==> config.mk <==
export PLATFORM = sky130hd
export DESIGN_NAME = fcb_top
export DESIGN_NICKNAME = d
export VERILOG_FILES = /design/src/common/fcb_pkg.sv /design/src/rtl/fcb_top.sv
export SDC_FILE = /design/constraint.sdc
export NUM_CORES = 1
export LEC_CHECK = 0
export ABC_AREA = 0
export BUFFER_PORTS_ARGS = -buffer_cell sky130_fd_sc_hd__buf_2
export CORE_AREA = 2 2 274 276
export CTS_CLUSTER_DIAMETER = 100
export DETAILED_ROUTE_END_ITERATION = 10
export DIE_AREA = 0 0 276 278
export PLACE_DENSITY = 0.73
export SLEW_MARGIN = 20
export SYNTH_ARGS = -nofsm -noshare
export SYNTH_HDL_FRONTEND = slang
export SYNTH_SLANG_ARGS = --single-unit
export TNS_END_PERCENT = 20
==> constraint.sdc <==
create_clock -name ref_clk_i -period 33.3 [get_ports ref_clk_i]
set_input_delay 6.66 -clock ref_clk_i [delete_from_list [all_inputs] [get_ports ref_clk_i]]
set_output_delay 6.66 -clock ref_clk_i [all_outputs]
set_load 0.02 [all_outputs]
==> src/common/fcb_pkg.sv <==
`default_nettype none
package fcb_pkg;

    // Register byte offsets on the AHB-Lite slave.
    localparam logic [11:0] OFF_DISC_CFG = 12'h000;
    localparam logic [11:0] OFF_AC_PTR = 12'h004;
    localparam logic [11:0] OFF_AC_SEL = 12'h008;
    localparam logic [11:0] OFF_DC_PTR = 12'h00C;
    localparam logic [11:0] OFF_DC_SEL = 12'h010;
    localparam logic [11:0] OFF_MANUAL = 12'h014;
    localparam logic [11:0] OFF_WRN_OFF = 12'h018;
    localparam logic [11:0] OFF_WRN_TRIP = 12'h01C;
    localparam logic [11:0] OFF_WRN_AHOLD = 12'h020;
    localparam logic [11:0] OFF_WRN_RHOLD = 12'h024;
    localparam logic [11:0] OFF_WRN_STICKY = 12'h028;
    localparam logic [11:0] OFF_STATUS = 12'h02C;
    localparam logic [11:0] OFF_TEMP = 12'h030;
    localparam logic [11:0] OFF_GRP_BASE = 12'h100;
    localparam logic [11:0] OFF_GRP_STRIDE = 12'h020;
    localparam logic [11:0] OFF_MAP_BASE = 12'h200;
    localparam logic [11:0] OFF_MAP_STRIDE = 12'h100;

    // Address that a source pointer holds to select the aggregate trigger.
    localparam logic [31:0] ADDR_AGG_TRIG = 32'h0000_0040;

    // Summary groups: 0 fault, 1 warning, 2 user.
    localparam int NGRP = 3;
    localparam int NBITS = 63;
    localparam logic [31:0] GRP_WIDTH = 32'h0000_003F;

    // Reset values.
    localparam logic [1:0] RST_DISC_CFG = 2'h0;
    localparam logic [31:0] RST_WRN_OFF = 32'h0000_0001;
    localparam logic [31:0] RST_WRN_TRIP = 32'h0000_0001;
    localparam logic [31:0] RST_WRN_AHOLD = 32'h0000_0000;
    localparam logic [31:0] RST_WRN_RHOLD = 32'h001E_8480;
    localparam logic [31:0] RST_WRN_STICKY = 32'h0000_0000;

    // Quick disconnect reaction: contactor drops 3 cycles after the filtered edge (QUICK_CYC of 2 counted, then the cut is registered).
    localparam int QUICK_DELAY_NS = 10;
    localparam int CLK_NS = 5;
    localparam logic [3:0] QUICK_CYC = 4'(QUICK_DELAY_NS / CLK_NS);

    typedef struct packed {
        logic [31:0] haddr;
        logic [1:0] htrans;
        logic hwrite;
        logic [2:0] hsize;
        logic [31:0] hwdata;
        logic hsel;
        logic hready;
    } fcb_ahb_req_t;

    typedef struct packed {
        logic [31:0] hrdata;
        logic hreadyout;
        logic hresp;
    } fcb_ahb_rsp_t;

    typedef struct packed {
        logic [NBITS-1:0] active;
        logic [NBITS-1:0] ready;
    } fcb_grp_t;

endpackage
`default_nettype wire

==> src/rtl/fcb_top.sv <==
`timescale 1ns/1ps
`default_nettype none
module fcb_top
    import fcb_pkg::*;
#(
    parameter logic [NGRP*NBITS*32-1:0] MAP_TABLE = '0
) (
    // Clock and reset.
    input wire logic ref_clk_i,
    input wire logic rst_i,
    // AHB-Lite register slave.
    input wire fcb_ahb_req_t ahb_i,
    output fcb_ahb_rsp_t ahb_o,
    // Disconnect pin and contactor drive.
    input wire logic disc_pin_i,
    input wire logic contactor_req_i,
    output logic contactor_drive_o,
    output logic sw_disc_req_o,
    // Fan control triggers and fan drivers.
    input wire logic fan_trig_charge_i,
    input wire logic fan_trig_discharge_i,
    input wire logic [15:0] max_cell_temp_i,
    input wire logic dc_fan_fail_i,
    output logic ac_fan_driver_o,
    output logic dc_fan_driver_o,
    output logic dc_fan_failure_warning_o,
    // Trigger summary inputs.
    input wire fcb_grp_t [NGRP-1:0] grp_i,
    input wire logic [NGRP*NBITS-1:0] grp_valid_i
);

    typedef struct packed {
        logic [2:0] pin_sync;
        logic disc_act;
        logic [3:0] quick_cnt;
        logic cut;
        logic [1:0] disc_cfg;
        logic [31:0] ac_ptr;
        logic ac_sel;
        logic [31:0] dc_ptr;
        logic dc_sel;
        logic [1:0] manual;
        logic [31:0] wrn_off;
        logic [31:0] wrn_trip;
        logic [31:0] wrn_ahold;
        logic [31:0] wrn_rhold;
        logic [31:0] wrn_sticky;
        logic [31:0] wrn_cnt;
        logic wrn;
        logic agg;
        logic [15:0] temp;
        logic ac_fan;
        logic dc_fan;
        logic contactor;
        logic sw_req;
        fcb_grp_t [NGRP-1:0] grp;
        logic [11:0] addr;
        logic pend;
        logic [31:0] rdata;
    } fcb_state_t;

    fcb_state_t s_q, s_d;

    // Value of the aggregate trigger if a source pointer names it, else 0.
    function automatic logic source_val(input logic [31:0] ptr,
                                        input logic agg);
        source_val = (ptr == ADDR_AGG_TRIG) ? agg : 1'b0;
    endfunction

    function automatic logic [31:0] read_reg(input fcb_state_t s,
                                             input logic [11:0] a);
        logic [31:0] r;
        int g;
        int b;
        r = 32'h0000_0000;
        case (a)
            OFF_DISC_CFG: r = {30'h0, s.disc_cfg};
            OFF_AC_PTR: r = s.ac_ptr;
            OFF_AC_SEL: r = {31'h0, s.ac_sel};
            OFF_DC_PTR: r = s.dc_ptr;
            OFF_DC_SEL: r = {31'h0, s.dc_sel};
            OFF_MANUAL: r = {30'h0, s.manual};
            OFF_WRN_OFF: r = s.wrn_off;
            OFF_WRN_TRIP: r = s.wrn_trip;
            OFF_WRN_AHOLD: r = s.wrn_ahold;
            OFF_WRN_RHOLD: r = s.wrn_rhold;
            OFF_WRN_STICKY: r = s.wrn_sticky;
            OFF_STATUS: r = {25'h0, s.disc_act, s.cut, s.sw_req, s.wrn,
                             s.dc_fan, s.ac_fan, s.agg};
            OFF_TEMP: r = {16'h0, s.temp};
            default: begin
                for (g = 0; g < NGRP; g++) begin
                    if (a == OFF_GRP_BASE + 12'(g) * OFF_GRP_STRIDE) begin
                        r = GRP_WIDTH;
                    end
                    if (a == OFF_GRP_BASE + 12'(g) * OFF_GRP_STRIDE
                        + 12'h004) begin
                        r = s.grp[g].active[31:0];
                    end
                    if (a == OFF_GRP_BASE + 12'(g) * OFF_GRP_STRIDE
                        + 12'h008) begin
                        r = {1'b0, s.grp[g].active[NBITS-1:32]};
                    end
                    if (a == OFF_GRP_BASE + 12'(g) * OFF_GRP_STRIDE
                        + 12'h00C) begin
                        r = s.grp[g].ready[31:0];
                    end
                    if (a == OFF_GRP_BASE + 12'(g) * OFF_GRP_STRIDE
                        + 12'h010) begin
                        r = {1'b0, s.grp[g].ready[NBITS-1:32]};
                    end
                    // Helper entry b sits at word b of its map.
                    for (b = 0; b < NBITS; b++) begin
                        if (a == OFF_MAP_BASE + 12'(g) * OFF_MAP_STRIDE
                            + 12'(b * 4)) begin
                            r = MAP_TABLE[(g*NBITS+b)*32 +: 32];
                        end
                    end
                end
            end
        endcase
        return r;
    endfunction

    logic ahb_go;
    assign ahb_go = ahb_i.hsel && ahb_i.hready && ahb_i.htrans[1];

    always_comb begin
        logic pin_now;
        logic fail_hi;
        s_d = s_q;
        pin_now = 1'b0;
        fail_hi = 1'b0;

        // Three-stage synchroniser; accept a change when stages 2 and 3 agree.
        s_d.pin_sync = {s_q.pin_sync[1:0], disc_pin_i};
        if (s_q.pin_sync[2] == s_q.pin_sync[1]) begin
            pin_now = s_q.pin_sync[2] ~^ s_q.disc_cfg[1];
            s_d.disc_act = pin_now;
        end

        // Mode bit 0: quick cuts all contactors together.
        // The cut lasts only while the request stands, so a short pulse
        // on the pin leaves the contactors dropped for a few cycles only.
        if (s_q.disc_act && s_q.disc_cfg[0]) begin
            if (s_q.quick_cnt < QUICK_CYC) begin
                s_d.quick_cnt = s_q.quick_cnt + 4'h1;
            end else begin
                s_d.cut = 1'b1;
            end
        end else begin
            s_d.quick_cnt = 4'h0;
            s_d.cut = 1'b0;
        end
        s_d.contactor = contactor_req_i && !s_d.cut;
        s_d.sw_req = s_q.disc_act && !s_q.disc_cfg[0];

        // Fan decision and temperature tracking stay out of the summaries.
        s_d.temp = max_cell_temp_i;
        s_d.agg = fan_trig_charge_i | fan_trig_discharge_i;
        s_d.ac_fan = s_q.ac_sel ? source_val(s_q.ac_ptr, s_q.agg)
                                : s_q.manual[0];
        s_d.dc_fan = s_q.dc_sel ? source_val(s_q.dc_ptr, s_q.agg)
                                : s_q.manual[1];

        // DC fan failure hysteresis; a missing fan reads as failed.
        fail_hi = {31'h0, dc_fan_fail_i} >= s_q.wrn_trip;
        if (s_q.wrn_off[0]) begin
            s_d.wrn = 1'b0;
            s_d.wrn_cnt = 32'h0;
        end else if (fail_hi != s_q.wrn) begin
            // Sticky mode holds a raised warning until it is disabled.
            if (!fail_hi && s_q.wrn_sticky[0]) begin
                s_d.wrn_cnt = 32'h0;
            end else if (s_q.wrn_cnt >=
                         (fail_hi ? s_q.wrn_ahold : s_q.wrn_rhold)) begin
                s_d.wrn = fail_hi;
                s_d.wrn_cnt = 32'h0;
            end else begin
                s_d.wrn_cnt = s_q.wrn_cnt + 32'h1;
            end
        end else begin
            s_d.wrn_cnt = 32'h0;
        end

        // Summaries, fixed bit positions; bit 63 does not exist.
        for (int g = 0; g < NGRP; g++) begin
            s_d.grp[g].active = grp_i[g].active;
            s_d.grp[g].ready = s_q.grp[g].ready
                | grp_valid_i[g*NBITS +: NBITS];
        end

        // AHB-Lite zero-wait slave, always OKAY.
        s_d.pend = ahb_go && ahb_i.hwrite;
        if (ahb_go) begin
            s_d.addr = ahb_i.haddr[11:0];
            s_d.rdata = read_reg(s_q, ahb_i.haddr[11:0]);
        end
        if (s_q.pend) begin
            case (s_q.addr)
                OFF_DISC_CFG: s_d.disc_cfg = ahb_i.hwdata[1:0];
                OFF_AC_PTR: s_d.ac_ptr = ahb_i.hwdata;
                OFF_AC_SEL: s_d.ac_sel = ahb_i.hwdata[0];
                OFF_DC_PTR: s_d.dc_ptr = ahb_i.hwdata;
                OFF_DC_SEL: s_d.dc_sel = ahb_i.hwdata[0];
                OFF_MANUAL: s_d.manual = ahb_i.hwdata[1:0];
                OFF_WRN_OFF: s_d.wrn_off = ahb_i.hwdata;
                OFF_WRN_TRIP: s_d.wrn_trip = ahb_i.hwdata;
                OFF_WRN_AHOLD: s_d.wrn_ahold = ahb_i.hwdata;
                OFF_WRN_RHOLD: s_d.wrn_rhold = ahb_i.hwdata;
                OFF_WRN_STICKY: s_d.wrn_sticky = ahb_i.hwdata;
                default: ;
            endcase
        end
    end

    always_ff @(posedge ref_clk_i or posedge rst_i) begin
        if (rst_i) begin
            s_q <= '0;
            s_q.disc_cfg <= RST_DISC_CFG;
            s_q.wrn_off <= RST_WRN_OFF;
            s_q.wrn_trip <= RST_WRN_TRIP;
            s_q.wrn_ahold <= RST_WRN_AHOLD;
            s_q.wrn_rhold <= RST_WRN_RHOLD;
            s_q.wrn_sticky <= RST_WRN_STICKY;
        end else begin
            s_q <= s_d;
        end
    end

    // Only the DC path has a failure warning output.
    assign ahb_o.hrdata = s_q.rdata;
    assign ahb_o.hreadyout = 1'b1;
    assign ahb_o.hresp = 1'b0;
    assign contactor_drive_o = s_q.contactor;
    assign sw_disc_req_o = s_q.sw_req;
    assign ac_fan_driver_o = s_q.ac_fan;
    assign dc_fan_driver_o = s_q.dc_fan;
    assign dc_fan_failure_warning_o = s_q.wrn;

    // Disconnect path checks.
    quick_cut_a: assert property (
        @(posedge ref_clk_i) disable iff (rst_i)
        s_q.disc_act && s_q.disc_cfg[0] && $stable(s_q.disc_cfg)
        |-> ##[0:4] !contactor_drive_o)
        else $error("quick cut late");
    contactor_req_a: assert property (
        @(posedge ref_clk_i) disable iff (rst_i)
        !contactor_req_i
        |=> !contactor_drive_o)
        else $error("contactor driven without request");
    nominal_nocut_a: assert property (
        @(posedge ref_clk_i) disable iff (rst_i)
        !s_q.disc_cfg[0] && contactor_req_i
        |=> contactor_drive_o)
        else $error("nominal mode cut contactors");
    cut_quick_only_a: assert property (
        @(posedge ref_clk_i) disable iff (rst_i)
        !s_q.disc_cfg[0]
        |=> !s_q.cut)
        else $error("cut outside quick mode");
    sw_req_nom_a: assert property (
        @(posedge ref_clk_i) disable iff (rst_i)
        s_q.disc_act && !s_q.disc_cfg[0]
        |=> sw_disc_req_o)
        else $error("nominal request not raised");
    sw_req_quick_a: assert property (
        @(posedge ref_clk_i) disable iff (rst_i)
        s_q.disc_cfg[0]
        |=> !sw_disc_req_o)
        else $error("software request in quick mode");

    // Fan path checks.
    fan_or_a: assert property (
        @(posedge ref_clk_i) disable iff (rst_i)
        (fan_trig_charge_i || fan_trig_discharge_i)
        |=> s_q.agg)
        else $error("aggregate missed a trigger");
    fan_agg_low_a: assert property (
        @(posedge ref_clk_i) disable iff (rst_i)
        !fan_trig_charge_i && !fan_trig_discharge_i
        |=> !s_q.agg)
        else $error("aggregate set without trigger");
    fan_manual_a: assert property (
        @(posedge ref_clk_i) disable iff (rst_i)
        !s_q.ac_sel
        |=> ac_fan_driver_o == $past(s_q.manual[0]))
        else $error("AC manual not followed");
    dc_manual_a: assert property (
        @(posedge ref_clk_i) disable iff (rst_i)
        !s_q.dc_sel
        |=> dc_fan_driver_o == $past(s_q.manual[1]))
        else $error("DC manual not followed");
    fan_source_a: assert property (
        @(posedge ref_clk_i) disable iff (rst_i)
        s_q.dc_sel && s_q.dc_ptr == ADDR_AGG_TRIG
        |=> dc_fan_driver_o == $past(s_q.agg))
        else $error("DC fan not following source");
    ac_source_a: assert property (
        @(posedge ref_clk_i) disable iff (rst_i)
        s_q.ac_sel && s_q.ac_ptr == ADDR_AGG_TRIG
        |=> ac_fan_driver_o == $past(s_q.agg))
        else $error("AC fan not following source");
    dc_ptr_other_a: assert property (
        @(posedge ref_clk_i) disable iff (rst_i)
        s_q.dc_sel && s_q.dc_ptr != ADDR_AGG_TRIG
        |=> !dc_fan_driver_o)
        else $error("DC fan driven from empty source");
    temp_track_a: assert property (
        @(posedge ref_clk_i) disable iff (rst_i)
        1'b1
        |=> s_q.temp == $past(max_cell_temp_i))
        else $error("temperature not tracked");

    // Warning checks.
    warn_off_a: assert property (
        @(posedge ref_clk_i) disable iff (rst_i)
        s_q.wrn_off[0]
        |=> !dc_fan_failure_warning_o)
        else $error("warning while disabled");
    warn_rise_a: assert property (
        @(posedge ref_clk_i) disable iff (rst_i)
        $rose(dc_fan_failure_warning_o)
        |-> $past(dc_fan_fail_i))
        else $error("warning without failure");
    warn_sticky_a: assert property (
        @(posedge ref_clk_i) disable iff (rst_i)
        s_q.wrn && s_q.wrn_sticky[0] && !s_q.wrn_off[0]
        |=> dc_fan_failure_warning_o)
        else $error("sticky warning dropped");

    // Summary checks.
    ready_keep_a: assert property (
        @(posedge ref_clk_i) disable iff (rst_i)
        s_q.grp[0].ready[0]
        |=> s_q.grp[0].ready[0])
        else $error("ready bit dropped");
    ready_set_a: assert property (
        @(posedge ref_clk_i) disable iff (rst_i)
        grp_valid_i[0]
        |=> s_q.grp[0].ready[0])
        else $error("ready bit not set");
    act_follow_a: assert property (
        @(posedge ref_clk_i) disable iff (rst_i)
        1'b1
        |=> s_q.grp[1].active == $past(grp_i[1].active))
        else $error("summary bits not captured");

endmodule
`default_nettype wire

==> results.yml <==
cells_and_area:
  final_common_cell: "dfrtp_1"
  nNetsFinal: 3470
  finalNonFillerCells: 3832
  syn_to_final_growth_pct: 20.2
  nFillCells: 6552
  drive_above_1_share_pct: 39.7
  utilization_pct: 48.0
  final_cell_mix: "707 x dfrtp_1, 485 x buf_2, 229 x mux2_2, 191 x or2_2, 99 x nand2_1"
  fin_area_um2: 35400
pwr:
  leakage_nw: 15.6
  p_total_mw: 1.92
  pwr-share-seq_pct: 47.7
  p_sw_uw: 470
  ir_drop_mv: 0.0436
  pwr-share-clk_pct: 45.3
  internal-power_mw: 1.45
  p_comb_share_pct: 7.0
  swShare_pct: 24.4
  power_density_nw_per_um2: 54.3
detailed_routing:
  drt_iter0_drc: 2315
  detail_route.wl_per_cell_um: 27.7
  drc: 36
  via_per_inst: 5.77
  num_vias: 22100
  first_pass_iters: 9
  wl_mm: 106
  ant_nets: 0
synth:
  synth_seq_cells: 716
  yosysTopAreaCell: "dfrtp_1"
  syn_area_um2: 29500
  synth_cell_types: 75
  synth_edf_count: 0
  synth_cells: 2329
  yosysTopAreaCellShare_pct: 60.0
  synth_warnings: 0
  synth_area_leaders: "dfrtp_1 60%, mux2_2 8.7%, or2_2 4.1%"
  synth-main-ff-cell: "dfrtp_1"
  synth_async_sr_flop_share_pct: 100
  seq_area_frac_synth_pct: 60.8
  syn_nets: 3026
  syn_area_per_cell_um2: 12.7
die:
  core_um2: 73800
  die_h_um: 278
  initial_core_util_pct: 39.9
  die_area_um2: 76700
  fp.dieW_um: 276
  fp-row-count: 100
  ioPinCount: 701
global_routing:
  grt-ovfl-total: 0
  grt_pass1_wl_mm: 153
  grt_max_degree: 158
  track_usage_pct: 27.3
  grt_pass1_vias: 21900
  antenna_found_initial: 51
clock_network:
  clkSinkCount: 716
  numCtsBuffers: 76
  ctsLongestPathBuffers: 3
  post_cts_resize_count: 0
  clk_root_buffer_cell: "clkbuf_16"
  cts.clk_slew.worst_paths_ps: 60
  htree_levels: 3
  hold_buffers: 0
  postCtsSetupBuffers: 0
  cts_tree: "built"
  clk_latency_ps: 640
place:
  place_inst: 3664
  placed_area_um2: 32800
  gp_congestion: 0.905
  portBuffers: 485
  dp_hpwl_mm: 76.1
  place_ws_ps: 22750
timing:
  min_period_ps: 9900
  finalClockSkew_ps: 23.0
  holdWs_ps: 349
  setup-tns-final_ps: 0
  relSlewSlack_pct: 14.2
  finalCritPeriodShare_pct: 29.7
  finalSetupViolCount: 0
  rsz0062_at_grt: "false"
  timing.fmax_ghz: 0.101
  worstMarginPinSlew_ps: 1270
  finalWorstSetupSlack_ps: 23400
  hold_violations: 0
  finalMaxSlewViolations: 0
run_status:
  run_status: "finished with violations"
  violations: "DRC"
hold_path:
  hp-class: "flop to flop"
critical_path:
  cp-end-kind: "flop"
  crit_required_ps: 33820
  start_kind: "primary input"
  cp.arrival_ps: 10410
  crit_path_max_fanout: 32
  path_class: "primary input to flop"
run:
  maxCapViolations: 0
-- power by group through the flow --
stage / Clock (mW) / Sequential (mW) / Combinational [mW]
floorplan: 0 / 0.928 / 0.0759
CTS: 0.884 / 0.917 / 0.135
global placement: 0 / 0.931 / 0.132
finish: 0.872 / 0.917 / 0.134
global route: 0.920 / 0.920 / 0.146
detailed placement: 0 / 0.932 / 0.134
-- worst max-delay path: stages --
cell and delay [ps]:
buf_2 80, inv_1 40, ha_1 260, o21ai_0 130, nor3_2 250, buf_4 380, mux2i_1 370, ha_1 300
and4_1 220, and4_1 250, a22oi_1 200, o211ai_1 250, or2_2 620, nor4_1 380
-- synthesized netlist by cell type, types with 6 or more instances --
library cell	instances
and4_1	12
o221ai_1	13
and3_1	23
a221o_1	14
o21ai_0	42
nor2_1	75
o22ai_1	41
ha_1	35
or4_1	6
nor3_1	24
buf_4	36
dfstp_2	9
a211oi_1	6
o32a_1	8
nor3_2	7
inv_1	29
o2111ai_1	6
a22o_1	22
dfrtp_1	707
a221oi_1	35
clkbuf_1	66
nor2b_1	9
or2_2	191
xor2_1	19
mux2i_1	31
mux2_2	229
a2111oi_0	13
a222oi_1	18
a21oi_1	82
xnor2_1	12
a22oi_1	93
a21o_1	9
nand3_1	41
a31oi_1	18
nand2_1	99
o22a_1	12
nor4_1	58
buf_2	56
nand4_1	38
-- layer usage --
metal | vias up | share of wire [%] | global-route usage, %
li1 | 9511 | - | -
met1 | 11200 | 41 | 36.3
met2 | 1169 | 45 | 41.2
met3 | 244 | 9.7 | 7.74
met4 | 24 | 5.0 | 13.7
met5 | - | 0.14 | 0
-- flip-flops by register name, summed over array words and instances, names as in the netlist --
signal and cells:
sw_disc_req_o 1, dc_fan_failure_warning_o 1, dc_fan_driver_o 1, s_q 677, contactor_drive_o 1, s_d 2, ahb_o 32, ac_fan_driver_o 1
-- final cells by class --
type	count	area, µm²	area share, %
sequential	716	17900	50.6
inverter	29	116	0.328
tap	969	1210	3.42
timing repair buffer	532	2800	7.90
clock buffer	112	2200	6.20
clock inverter	26	380	1.07
antenna	30	75.1	0.212
multi-input combinational	1418	10700	30.3
-- cell families (layout without fill, tap and decap cells) --
family / after synthesis / count (layout) / synth area share [%]
AO/OA/AOI/OAI: 465 / 465 / 11.4
other: 2 / 32 / 0.0255
AND/OR/NAND/NOR: 625 / 625 / 12.3
multiplexers: 260 / 260 / 9.80
XOR/XNOR: 31 / 31 / 0.921
flip-flops: 716 / 716 / 60.8
adder cells (fa/ha/maj): 35 / 35 / 1.49
buffers and inverters: 195 / 699 / 3.31
-- worst paths after layout --
| kind | from | to | slack, ps | cells past startpoint |
|---|---|---|---|---|
| max | dc_fan_fail_i | s_q[459] | 23400 | 14 |
| min | s_d[714] | s_d[715] | 350 | 0 |
| max reg2reg | s_q[579] | s_q[459] | 28450 | 12 |
| min reg2reg | s_d[714] | s_d[715] | 350 | 0 |
| max in group asynchronous | rst_i | s_q[375] | 23660 | 6 |
| min in group asynchronous | rst_i | s_q[429] | 6160 | 2 |
No activity file was read; power rests on OpenSTA's default activity.
